<file path="config.mk">
export PLATFORM = sky130hd
export DESIGN_NAME = noe_exec
export DESIGN_NICKNAME = d
export VERILOG_FILES = /design/src/verilog/noe_pkg.sv /design/src/verilog/noe_exec.sv
export SDC_FILE = /design/constraint.sdc
export NUM_CORES = 2
export LEC_CHECK = 0
export ABC_CLOCK_PERIOD_IN_PS = 9700
export BUFFER_PORTS_ARGS = -buffer_cell sky130_fd_sc_hd__buf_2
export CAP_MARGIN = 10
export CORE_ASPECT_RATIO = 0.75
export CORE_MARGIN = 4
export CORE_UTILIZATION = 40
export CTS_CLUSTER_DIAMETER = 60
export DETAILED_ROUTE_END_ITERATION = 10
export GPL_TIMING_DRIVEN = 0
export SYNTH_ARGS = -nofsm -noshare
export SYNTH_HDL_FRONTEND = slang
export SYNTH_SLANG_ARGS = --single-unit
</file>
<file path="constraint.sdc">
create_clock -name mclk -period 9.7 [get_ports mclk]
set_input_delay 2.91 -clock mclk [delete_from_list [all_inputs] [get_ports mclk]]
set_output_delay 2.91 -clock mclk [all_outputs]
set_load 0.05 [all_outputs]
</file>
<file path="src/verilog/noe_pkg.sv">
// Constants, encodings and types of the negate / OR / no-operation unit.
// Assumes a 16-bit datapath, 16 word registers and 7-bit segment numbers.
//
// Notes on behaviour
// RULE_01: Negate replaces the destination by its two's complement, in place.
// RULE_02: Most negative value negates to itself and sets overflow.
// RULE_03: Negate clears carry on a zero result, sets it otherwise (borrow).
// RULE_04: Negate sets zero on zero result, sign on negative result.
// RULE_05: Negate sets overflow only for the most negative operand.
// RULE_06: Indirect negate: opcode 0000110W, pointer nonzero, tail 0010; 12 cycles.
// RULE_07: Direct negate takes 15, 16 short segmented, 18 long segmented cycles.
// RULE_08: Indexed negate takes 16 cycles, 19 with a long segmented address.
// RULE_09: No-operation 8d07 changes nothing and takes 7 cycles in both modes.
// RULE_10: OR writes source OR destination to destination; source untouched.
// RULE_11: Each OR result bit is one when either operand bit is one.
// RULE_12: OR sets zero flag on a zero result, clears it otherwise.
// RULE_13: OR copies the result's top bit into the sign flag.
// RULE_14: Word OR keeps parity/overflow; byte OR sets it from result parity.
// RULE_15: Indirect pointer is a word register, or a register pair segmented.
// RULE_16: Width bit high selects word form, low selects byte registers.
// RULE_17: Register negate is 1000110W with tail 0010, 7 cycles both modes.

package noe_pkg;

   // ----------------------------------------------------------------
   // Opcode encodings (upper seven bits, width bit below them)
   // ----------------------------------------------------------------
   localparam logic [6:0] OP_NEG_REG = 7'h46;
   localparam logic [6:0] OP_NEG_IND = 7'h06;
   localparam logic [6:0] OP_NEG_MEM = 7'h26;
   localparam logic [6:0] OP_OR_REG = 7'h42;
   localparam logic [6:0] OP_OR_IND = 7'h02;
   localparam logic [6:0] OP_OR_MEM = 7'h22;
   localparam logic [3:0] NEG_TAIL = 4'h2;
   localparam logic [15:0] OP_NOP = 16'h8d07;

   // ----------------------------------------------------------------
   // Cycle counts per form: nonsegmented, short and long segmented
   // ----------------------------------------------------------------
   localparam logic [4:0] CYC_NEG_R = 5'h07;
   localparam logic [4:0] CYC_NEG_IR = 5'h0c;
   localparam logic [4:0] CYC_NEG_DA_NS = 5'h0f;
   localparam logic [4:0] CYC_NEG_DA_SS = 5'h10;
   localparam logic [4:0] CYC_NEG_DA_SL = 5'h12;
   localparam logic [4:0] CYC_NEG_X_NS = 5'h10;
   localparam logic [4:0] CYC_NEG_X_SS = 5'h10;
   localparam logic [4:0] CYC_NEG_X_SL = 5'h13;
   localparam logic [4:0] CYC_NOP = 5'h07;
   localparam logic [4:0] CYC_OR_R = 5'h04;
   localparam logic [4:0] CYC_OR_IM = 5'h07;
   localparam logic [4:0] CYC_OR_IR = 5'h07;
   localparam logic [4:0] CYC_OR_DA_NS = 5'h09;
   localparam logic [4:0] CYC_OR_DA_SS = 5'h0a;
   localparam logic [4:0] CYC_OR_DA_SL = 5'h0c;
   localparam logic [4:0] CYC_OR_X_NS = 5'h0a;
   localparam logic [4:0] CYC_OR_X_SS = 5'h0a;
   localparam logic [4:0] CYC_OR_X_SL = 5'h0d;
   localparam logic [4:0] CYC_BAD = 5'h04;

   // ----------------------------------------------------------------
   // Flags, software port map, reset values
   // ----------------------------------------------------------------
   localparam int FLG_C = 7;
   localparam int FLG_Z = 6;
   localparam int FLG_S = 5;
   localparam int FLG_V = 4;
   localparam logic [7:0] FLAGS_RST = 8'h00;
   localparam logic [15:0] REG_RST = 16'h0000;
   localparam logic [4:0] ADDR_FLAGS = 5'h10;
   localparam logic [4:0] ADDR_STATUS = 5'h11;
   localparam logic [15:0] WORD_MIN = 16'h8000;
   localparam logic [15:0] BYTE_MIN = 16'h0080;

   typedef enum logic [1:0] {
      ST_IDLE = 2'b00,
      ST_READ = 2'b01,
      ST_CALC = 2'b11,
      ST_WAIT = 2'b10
   } noe_state_t;

   typedef enum logic [1:0] {K_BAD, K_NEG, K_OR, K_NOP} noe_kind_t;
   typedef enum logic [2:0] {MD_R, MD_IM, MD_IR, MD_DA, MD_X} noe_mode_t;

endpackage : noe_pkg

</file>
<file path="src/verilog/noe_exec.sv">
// Execution unit for negate, bitwise OR and no-operation instructions.
// Assumes instruction, extension words and memory read data come from
// logic on mclk; memory answers a read in the cycle after mem_rd_q.
`timescale 1ns/1ps

module noe_exec
   import noe_pkg::*;
(
   // Clock and reset
   input wire logic mclk,
   input wire logic resetn,
   // Software register port
   input wire logic [4:0] addr,
   input wire logic [15:0] wdata,
   input wire logic wr_en,
   input wire logic rd_en,
   output logic [15:0] rdata_q,
   // Instruction issue
   input wire logic start,
   input wire logic seg_mode,
   input wire logic [15:0] instr,
   input wire logic [15:0] ext1,
   input wire logic [15:0] ext2,
   output logic busy_q,
   output logic done_q,
   output logic illegal_q,
   output logic [7:0] flags_q,
   // Memory operand port
   input wire logic [15:0] mem_rdata,
   output logic mem_rd_q,
   output logic mem_wr_q,
   output logic mem_byte_q,
   output logic [22:0] mem_addr_q,
   output logic [15:0] mem_wdata_q
);

   // ----------------------------------------------------------------
   // Helpers
   // ----------------------------------------------------------------
   // Byte registers 0-7 are high halves, 8-15 low halves of words 0-7
   function automatic logic [15:0] get_op(input logic w,
      input logic [3:0] n, input logic [15:0] rw, input logic [15:0] rb);
      if (w) begin
         get_op = rw;
      end else if (n[3]) begin
         get_op = {8'h00, rb[7:0]};
      end else begin
         get_op = {8'h00, rb[15:8]};
      end
   endfunction : get_op

   function automatic logic [4:0] cyc_sel(input logic seg,
      input logic lng, input logic [4:0] ns, input logic [4:0] ss,
      input logic [4:0] sl);
      cyc_sel = seg ? (lng ? sl : ss) : ns;
   endfunction : cyc_sel

   logic [15:0] regs [16];
   noe_state_t st_q;
   noe_kind_t kind_q, kind_d;
   noe_mode_t mode_q, mode_d;
   logic [4:0] cnt_q, cyc_d;
   logic w_q, mem_q, mem_d;
   logic [3:0] fa_q, fb_q;
   logic [15:0] imm_q;
   logic [22:0] disp_d, ea_d;
   logic [15:0] reg_a, reg_b, src_v, res, mask;
   logic zero, msb, take, exec_we;
   logic [3:0] exec_idx;
   logic [3:0] fa, pair_hi, pair_lo;
   logic lng;

   assign take = start && st_q == ST_IDLE;

   // ----------------------------------------------------------------
   // Decode and effective address, evaluated in the issue cycle
   // ----------------------------------------------------------------
   assign fa = instr[7:4];
   assign pair_hi = {fa[3:1], 1'b0};
   assign pair_lo = {fa[3:1], 1'b1};
   assign lng = seg_mode && ext1[15];

   // Short segmented form carries an 8-bit offset in the first word
   always_comb begin
      if (!seg_mode) begin
         disp_d = {7'h00, ext1};
      end else if (lng) begin
         disp_d = {ext1[14:8], ext2};
      end else begin
         disp_d = {ext1[14:8], 8'h00, ext1[7:0]};
      end
   end

   // Form recognition; the tail nibble separates negate from no-op
   always_comb begin
      kind_d = K_BAD;
      mode_d = MD_R;
      cyc_d = CYC_BAD;
      ea_d = disp_d;
      if (instr == OP_NOP) begin
         kind_d = K_NOP;
         cyc_d = CYC_NOP; // [RULE_09]
      end else if (instr[3:0] == NEG_TAIL && instr[15:9] == OP_NEG_REG) begin
         kind_d = K_NEG;
         cyc_d = CYC_NEG_R; // [RULE_17]
      end else if (instr[3:0] == NEG_TAIL && instr[15:9] == OP_NEG_IND
                   && fa != 4'h0) begin
         kind_d = K_NEG;
         mode_d = MD_IR;
         cyc_d = CYC_NEG_IR; // [RULE_06]
      end else if (instr[3:0] == NEG_TAIL
                   && instr[15:9] == OP_NEG_MEM) begin
         kind_d = K_NEG;
         mode_d = (fa == 4'h0) ? MD_DA : MD_X;
         cyc_d = (fa == 4'h0) ? // [RULE_07] [RULE_08]
            cyc_sel(seg_mode, lng, CYC_NEG_DA_NS, CYC_NEG_DA_SS,
                    CYC_NEG_DA_SL) :
            cyc_sel(seg_mode, lng, CYC_NEG_X_NS, CYC_NEG_X_SS,
                    CYC_NEG_X_SL);
      end else if (instr[15:9] == OP_OR_REG) begin
         kind_d = K_OR;
         cyc_d = CYC_OR_R;
      end else if (instr[15:9] == OP_OR_IND) begin
         kind_d = K_OR;
         mode_d = (fa == 4'h0) ? MD_IM : MD_IR;
         cyc_d = (fa == 4'h0) ? CYC_OR_IM : CYC_OR_IR;
      end else if (instr[15:9] == OP_OR_MEM) begin
         kind_d = K_OR;
         mode_d = (fa == 4'h0) ? MD_DA : MD_X;
         cyc_d = (fa == 4'h0) ?
            cyc_sel(seg_mode, lng, CYC_OR_DA_NS, CYC_OR_DA_SS,
                    CYC_OR_DA_SL) :
            cyc_sel(seg_mode, lng, CYC_OR_X_NS, CYC_OR_X_SS,
                    CYC_OR_X_SL);
      end
      // Pointer is one word, or a segment/offset pair when segmented
      if (mode_d == MD_IR) begin
         ea_d = seg_mode ? {regs[pair_hi][14:8], regs[pair_lo]} // [RULE_15]
                         : {7'h00, regs[fa]};
      end else if (mode_d == MD_X) begin
         ea_d = {disp_d[22:16], disp_d[15:0] + regs[fa]};
      end
   end

   assign mem_d = mode_d == MD_IR || mode_d == MD_DA || mode_d == MD_X;

   // ----------------------------------------------------------------
   // Datapath, evaluated in the calculate state
   // ----------------------------------------------------------------
   assign reg_a = get_op(w_q, fa_q, regs[fa_q], regs[{1'b0, fa_q[2:0]}]);
   assign reg_b = get_op(w_q, fb_q, regs[fb_q], regs[{1'b0, fb_q[2:0]}]);
   assign mask = w_q ? 16'hffff : 16'h00ff; // [RULE_16]

   always_comb begin
      if (mem_q) begin
         src_v = mem_rdata & mask;
      end else if (mode_q == MD_IM) begin
         src_v = imm_q & mask;
      end else begin
         src_v = reg_a;
      end
      // Minimum value wraps onto itself, which is the intended answer
      if (kind_q == K_NEG) begin
         res = (16'h0000 - src_v) & mask; // [RULE_01] [RULE_02]
      end else begin
         res = reg_b | src_v; // [RULE_11]
      end
   end

   assign zero = res == 16'h0000;
   assign msb = w_q ? res[15] : res[7];
   assign exec_we = st_q == ST_CALC
      && ((kind_q == K_NEG && !mem_q) || kind_q == K_OR); // [RULE_10]
   assign exec_idx = (kind_q == K_OR) ? fb_q : fa_q;

   // ----------------------------------------------------------------
   // Sequencer: the count sets the whole instruction length
   // ----------------------------------------------------------------
   always_ff @(posedge mclk or negedge resetn) begin
      if (!resetn) begin
         st_q <= ST_IDLE;
         cnt_q <= 5'h00;
         busy_q <= 1'b0;
         done_q <= 1'b0;
      end else begin
         done_q <= 1'b0;
         if (st_q != ST_IDLE) begin
            cnt_q <= cnt_q - 5'h01;
         end
         case (st_q)
            ST_IDLE: begin
               if (take) begin
                  st_q <= ST_READ;
                  cnt_q <= cyc_d - 5'h01;
                  busy_q <= 1'b1;
               end
            end
            ST_READ: st_q <= ST_CALC;
            ST_CALC: st_q <= ST_WAIT;
            ST_WAIT: begin
               if (cnt_q == 5'h01) begin
                  st_q <= ST_IDLE;
                  busy_q <= 1'b0;
                  done_q <= 1'b1;
               end
            end
            default: st_q <= ST_IDLE;
         endcase
      end
   end

   // Instruction latch, taken once so later issue inputs may change
   always_ff @(posedge mclk or negedge resetn) begin
      if (!resetn) begin
         kind_q <= K_BAD;
         mode_q <= MD_R;
         w_q <= 1'b0;
         mem_q <= 1'b0;
         fa_q <= 4'h0;
         fb_q <= 4'h0;
         imm_q <= 16'h0000;
         illegal_q <= 1'b0;
      end else if (take) begin
         kind_q <= kind_d;
         mode_q <= mode_d;
         w_q <= instr[8]; // [RULE_16]
         mem_q <= mem_d;
         fa_q <= instr[7:4];
         fb_q <= instr[3:0];
         imm_q <= ext1;
         illegal_q <= kind_d == K_BAD;
      end
   end

   // ----------------------------------------------------------------
   // Memory operand port
   // ----------------------------------------------------------------
   // The read is issued at issue so the data is back for calculate
   always_ff @(posedge mclk or negedge resetn) begin
      if (!resetn) begin
         mem_rd_q <= 1'b0;
         mem_wr_q <= 1'b0;
         mem_byte_q <= 1'b0;
         mem_addr_q <= 23'h000000;
         mem_wdata_q <= 16'h0000;
      end else begin
         mem_rd_q <= take && mem_d;
         mem_wr_q <= st_q == ST_CALC && kind_q == K_NEG && mem_q; // [RULE_01]
         if (take) begin
            mem_addr_q <= ea_d;
            mem_byte_q <= !instr[8];
         end
         if (st_q == ST_CALC) begin
            mem_wdata_q <= res;
         end
      end
   end

   // ----------------------------------------------------------------
   // Flags
   // ----------------------------------------------------------------
   // Execution wins over a software write in the same cycle
   always_ff @(posedge mclk or negedge resetn) begin
      if (!resetn) begin
         flags_q <= FLAGS_RST;
      end else if (st_q == ST_CALC && kind_q == K_NEG) begin
         flags_q[FLG_C] <= !zero; // [RULE_03]
         flags_q[FLG_Z] <= zero; // [RULE_04]
         flags_q[FLG_S] <= msb; // [RULE_04]
         flags_q[FLG_V] <= src_v == (w_q ? WORD_MIN : BYTE_MIN); // [RULE_05]
      end else if (st_q == ST_CALC && kind_q == K_OR) begin
         flags_q[FLG_Z] <= zero; // [RULE_12]
         flags_q[FLG_S] <= msb; // [RULE_13]
         if (!w_q) begin
            flags_q[FLG_V] <= ~^res[7:0]; // [RULE_14]
         end
      end else if (wr_en && addr == ADDR_FLAGS) begin
         flags_q <= wdata[7:0];
      end
   end

   // ----------------------------------------------------------------
   // Register file and software port
   // ----------------------------------------------------------------
   always_ff @(posedge mclk or negedge resetn) begin
      if (!resetn) begin
         for (int i = 0; i < 16; i++) begin
            regs[i] <= REG_RST;
         end
      end else begin
         if (wr_en && !addr[4]) begin
            regs[addr[3:0]] <= wdata;
         end
         // Byte results touch only their half of the word register
         if (exec_we && w_q) begin
            regs[exec_idx] <= res;
         end else if (exec_we && exec_idx[3]) begin
            regs[{1'b0, exec_idx[2:0]}][7:0] <= res[7:0];
         end else if (exec_we) begin
            regs[{1'b0, exec_idx[2:0]}][15:8] <= res[7:0];
         end
      end
   end

   // Read data stands for one cycle; unmapped addresses read zero
   always_ff @(posedge mclk or negedge resetn) begin
      if (!resetn) begin
         rdata_q <= 16'h0000;
      end else if (!rd_en) begin
         rdata_q <= 16'h0000;
      end else if (!addr[4]) begin
         rdata_q <= regs[addr[3:0]];
      end else if (addr == ADDR_FLAGS) begin
         rdata_q <= {8'h00, flags_q};
      end else if (addr == ADDR_STATUS) begin
         rdata_q <= {14'h0000, illegal_q, busy_q};
      end else begin
         rdata_q <= 16'h0000;
      end
   end

   // ----------------------------------------------------------------
   // Checks
   // ----------------------------------------------------------------
   a_neg_value: assert property (@(posedge mclk) disable iff (!resetn)
      st_q == ST_CALC && kind_q == K_NEG |=> // [RULE_01]
      ((mem_wdata_q + $past(src_v)) & $past(mask)) == 16'h0000)
      else $error("negate result is not the two's complement");
   a_neg_min_fix: assert property (@(posedge mclk) disable iff (!resetn)
      st_q == ST_CALC && kind_q == K_NEG && src_v == WORD_MIN && w_q
      |=> mem_wdata_q == WORD_MIN && flags_q[FLG_V]) // [RULE_02]
      else $error("most negative word not kept or overflow clear");
   a_neg_carry: assert property (@(posedge mclk) disable iff (!resetn)
      st_q == ST_CALC && kind_q == K_NEG |=> // [RULE_03]
      flags_q[FLG_C] == (mem_wdata_q != 16'h0000))
      else $error("negate carry does not match result");
   a_neg_sign: assert property (@(posedge mclk) disable iff (!resetn)
      st_q == ST_CALC && kind_q == K_NEG && w_q |=> // [RULE_04]
      flags_q[FLG_S] == mem_wdata_q[15] && !flags_q[FLG_Z] == |mem_wdata_q)
      else $error("negate sign or zero flag wrong");
   a_neg_ir_time: assert property (@(posedge mclk) disable iff (!resetn)
      take && instr[15:9] == OP_NEG_IND && instr[3:0] == NEG_TAIL
      && instr[7:4] != 4'h0 |-> ##12 done_q) // [RULE_06]
      else $error("indirect negate not 12 cycles");
   a_neg_da_long: assert property (@(posedge mclk) disable iff (!resetn)
      take && instr[15:9] == OP_NEG_MEM && instr[3:0] == NEG_TAIL
      && instr[7:4] == 4'h0 && lng |-> ##18 done_q) // [RULE_07]
      else $error("long direct negate not 18 cycles");
   a_neg_x_long: assert property (@(posedge mclk) disable iff (!resetn)
      take && instr[15:9] == OP_NEG_MEM && instr[3:0] == NEG_TAIL
      && instr[7:4] != 4'h0 && lng |-> ##19 done_q) // [RULE_08]
      else $error("long indexed negate not 19 cycles");
   a_nop_quiet: assert property (@(posedge mclk) disable iff (!resetn)
      take && instr == OP_NOP |=> $stable(flags_q) && !mem_wr_q
      ##6 done_q) // [RULE_09]
      else $error("no-operation changed state or not 7 cycles");
   a_neg_reg_time: assert property (@(posedge mclk) disable iff (!resetn)
      take && instr[15:9] == OP_NEG_REG && instr[3:0] == NEG_TAIL
      |-> ##7 done_q) // [RULE_17]
      else $error("register negate not 7 cycles");
   a_or_word_pv: assert property (@(posedge mclk) disable iff (!resetn)
      st_q == ST_CALC && kind_q == K_OR && w_q |=> // [RULE_14]
      $stable(flags_q[FLG_V]) && flags_q[FLG_Z] == (mem_wdata_q == 16'h0000))
      else $error("word OR touched overflow or zero flag wrong");

endmodule : noe_exec

</file>
==> results_dict.tcl <==
set metrics [dict create \
    status "finished clean" \
    placed_cells 3905 \
    synth-edff-count 0 \
    max_freq_mhz 108 \
    crit_buf_inv 5 \
    h-tree-depth 2 \
    grt_max_degree 108 \
    hold_viol 0 \
    postSynthAreaPerCell_um2 10.3 \
    rsz0062_at_grt "no" \
    vias_per_cell 7.03 \
    tritoncts "done" \
    area_delta_synth_final_pct 14.3 \
    dp_hpwl_mm 127 \
    syn_area_mm2 0.0287 \
    ff2ff_path_depth 23 \
    wirelength_mm 163 \
    wl_met2_mm 64.3 \
    synthFlopType "dfrtp_1" \
    drt_iter0_drc 4414 \
    finalPower_mw 12.4 \
    worst_ep_arrival_time_ns 9.78 \
    utilization_pct 46.4 \
    drtPass1Iterations 9 \
    p_leak_nw 13.7 \
    clk_path_buf_depth 3 \
    finalWeightedCongestion 1.09 \
    timing.final.crit_share_pct 95.8 \
    fin_nets 3135 \
    drc 0 \
    final_cell_area_mm2 0.0327 \
    netlist_top_cells_area "dfrtp_1, mux4_2, mux2_2" \
    gr-total-overflow 0 \
    start_util_pct 40.6 \
    ys_ff_latch 363 \
    path_delay_family "buffers and inverters" \
    cp_slowest_cell "clkbuf_1" \
    power_density_mw_per_mm2 378 \
    dieWidth_um 317 \
    numCtsBuffers 44 \
    cts-root-buf "clkbuf_16" \
    num_vias 28200 \
    ir_drop_v 0.000727 \
    async_flop_share_pct 100 \
    fin_cells 4010 \
    hold_path.class "reg2reg" \
    antenna_found_initial 13 \
    setup_viol 0 \
    crit_top_cell "clkbuf_1" \
    portBuffers 150 \
    ys_seq_area_share_pct 31.7 \
    cp_max_fo 10 \
    start_kind "input pin" \
    drive_gt1_share_pct 27.3 \
    crit_path_max_incr_delay_ns 1.03 \
    dieArea_mm2 0.0760 \
    dr_wl_met3_mm 27.9 \
    postRouteAntennaNets 0 \
    numClockSinks 363 \
    cts_setup_buffers 0 \
    relSlewSlack_pct 5.99 \
    worst_pin_slew_ns 1.41 \
    cts_resized 0 \
    cp_cell_sequence "clkbuf_1 -> clkbuf_1 -> buf_1 -> clkbuf_1 -> mux2i_1 -> o21ai_0 -> buf_4 -> ha_1 -> and2_1 -> a22o_1 -> a311o_1 -> a31oi_1 -> mux2i_1 -> nor3_1 -> nor3b_1 -> o21ai_0" \
    crit_path_end_kind "flop" \
    yosys.area.top_type_share_pct 31.7 \
    fin_tns_setup_ns 0 \
    track_usage_pct 42.4 \
    clkSlewWorstSetupHoldPaths_ns 0.06 \
    die_h_um 240 \
    core_area_mm2 0.0705 \
    final_max_slew_viol_count 0 \
    insertion_delay_ns 0.65 \
    place_area_mm2 0.0310 \
    fp-row-count 84 \
    ios 160 \
    worstSetupPathType "in2reg" \
    synth_cell_types 91 \
    crit_required_ns 10.19 \
    ff2ff_setup_slack_ns 0.87 \
    grt_pass1_wl_mm 220 \
    min_period_ns 9.29 \
    cap_violations 0 \
    route.detailed.wl_per_inst_um 40.7 \
    netlist_instances 2787 \
    synth_nets 2902 \
    grt_pass1_vias 26300 \
    yosys_warnings 0 \
    min_path_cells 2 \
    yosysTopAreaCell "dfrtp_1" \
    top_layer "met5" \
    postCtsHoldBufs 0 \
    wl_met1_mm 64.1 \
    cp_num_cells 16 \
    skew_ns 0.0316 \
]
[worst register-to-register path: cells and delay by family, from the launching register on]
family / cells / cell delay, ns
AO/OA/AOI/OAI: 7 / 2.30
XOR/XNOR: 3 / 1.01
flip-flops: 1 / 0.36
AND/OR/NAND/NOR: 3 / 1.00
multiplexers: 2 / 1.13
adder cells (fa/ha/maj): 2 / 0.61
buffers and inverters: 6 / 2.35
[logic make-up (layout without fill, tap and decap cells)]
| family | Yosys count | in the layout | share of synthesized area, % |
|---|---|---|---|
| simple gates | 777 | 777 | 11.9 |
| compound gates | 604 | 604 | 12.6 |
| buf+inv | 295 | 563 | 4.39 |
| flops | 363 | 363 | 31.7 |
| fa+ha+maj | 24 | 24 | 1.07 |
| mux | 706 | 706 | 37.9 |
| xor+xnor | 18 | 18 | 0.550 |
| other cells | 0 | 9 | 0 |
[registers in the layout, summed over array words and instances, names as in the netlist]
| name | cells |
|---|---|
| busy_q | 1 |
| cnt_q | 5 |
| done_q | 1 |
| fa_q | 4 |
| fb_q | 4 |
| flags_q | 8 |
| illegal_q | 1 |
| imm_q | 16 |
| kind_q | 2 |
| mem_addr_q | 23 |
| mem_byte_q | 1 |
| mem_q | 1 |
| mem_rd_q | 1 |
| mem_wdata_q | 16 |
| mem_wr_q | 1 |
| mode_q | 3 |
| rdata_q | 16 |
| regs | 256 |
| st_q | 2 |
| w_q | 1 |
[per-stage QoR]
step                setup slack (ns)  hold WS [ns]
finish                         0.410         0.480
CTS                            0.738         0.483
detailed placement             0.100         0.459
floorplan                       2.66         0.440
global route                   0.193         0.508
global placement               -1.61         0.456
[where the power goes]
group | leakage (nW) | switching [mW] | total [mW] | internal [mW]
Sequential | 4.36 | 0.959 | 3.04 | 2.09
Combinational | 8.55 | 4.78 | 7.52 | 2.73
Clock | 0.755 | 0.790 | 1.83 | 1.04
Total | 13.7 | 6.53 | 12.4 | 5.86
[Yosys cell counts, drive strengths merged (24+ instances only)]
| library cell | n |
|---|---|
| mux2 | 213 |
| nor2 | 216 |
| nor3 | 31 |
| dfrtp | 363 |
| inv | 35 |
| mux4 | 281 |
| nor2b | 28 |
| o21ai | 240 |
| nand2 | 389 |
| o22ai | 24 |
| buf | 78 |
| mux2i | 212 |
| a21oi | 183 |
| clkbuf | 180 |
[final timing paths]
check                                    from        endpoint
worst max-delay path                 instr[6]  mem_addr_q[15]
worst min-delay path            mem_addr_q[0]   mem_addr_q[0]
worst max register to register        fa_q[2]      flags_q[4]
worst min register to register  mem_addr_q[0]   mem_addr_q[0]
max in group asynchronous              resetn       regs[115]
min in group asynchronous              resetn  mem_addr_q[18]
[placed cells by master, fill, tap and decap left out, drive strengths merged, types with 41 or more instances in the layout]
| master | count |
|---|---|
| a21oi | 183 |
| mux2i | 212 |
| nand2 | 389 |
| clkbuf | 243 |
| dfrtp | 363 |
| buf | 265 |
| inv | 41 |
| o21ai | 240 |
| mux2 | 213 |
| nor2 | 216 |
| mux4 | 281 |
[area by class of cell]
type / instances / area [um^2]
antenna: 9 / 22.5
multi-input combinational: 2129 / 18300
clock buffer: 63 / 1310
timing repair buffer: 187 / 1300
inverter: 37 / 139
clock inverter: 18 / 240
sequential: 363 / 9080
tap: 946 / 1180
fill: 6727 / 37800
buffer: 258 / 1130
[metal layers]
layer  up-vias  global-route usage [%]
met5         -                    2.65
met4         6                    14.1
met3       362                    22.7
met2      2499                    56.9
met1     14400                    57.8
li1      10900                       -
(Power assumes the default switching activity.)
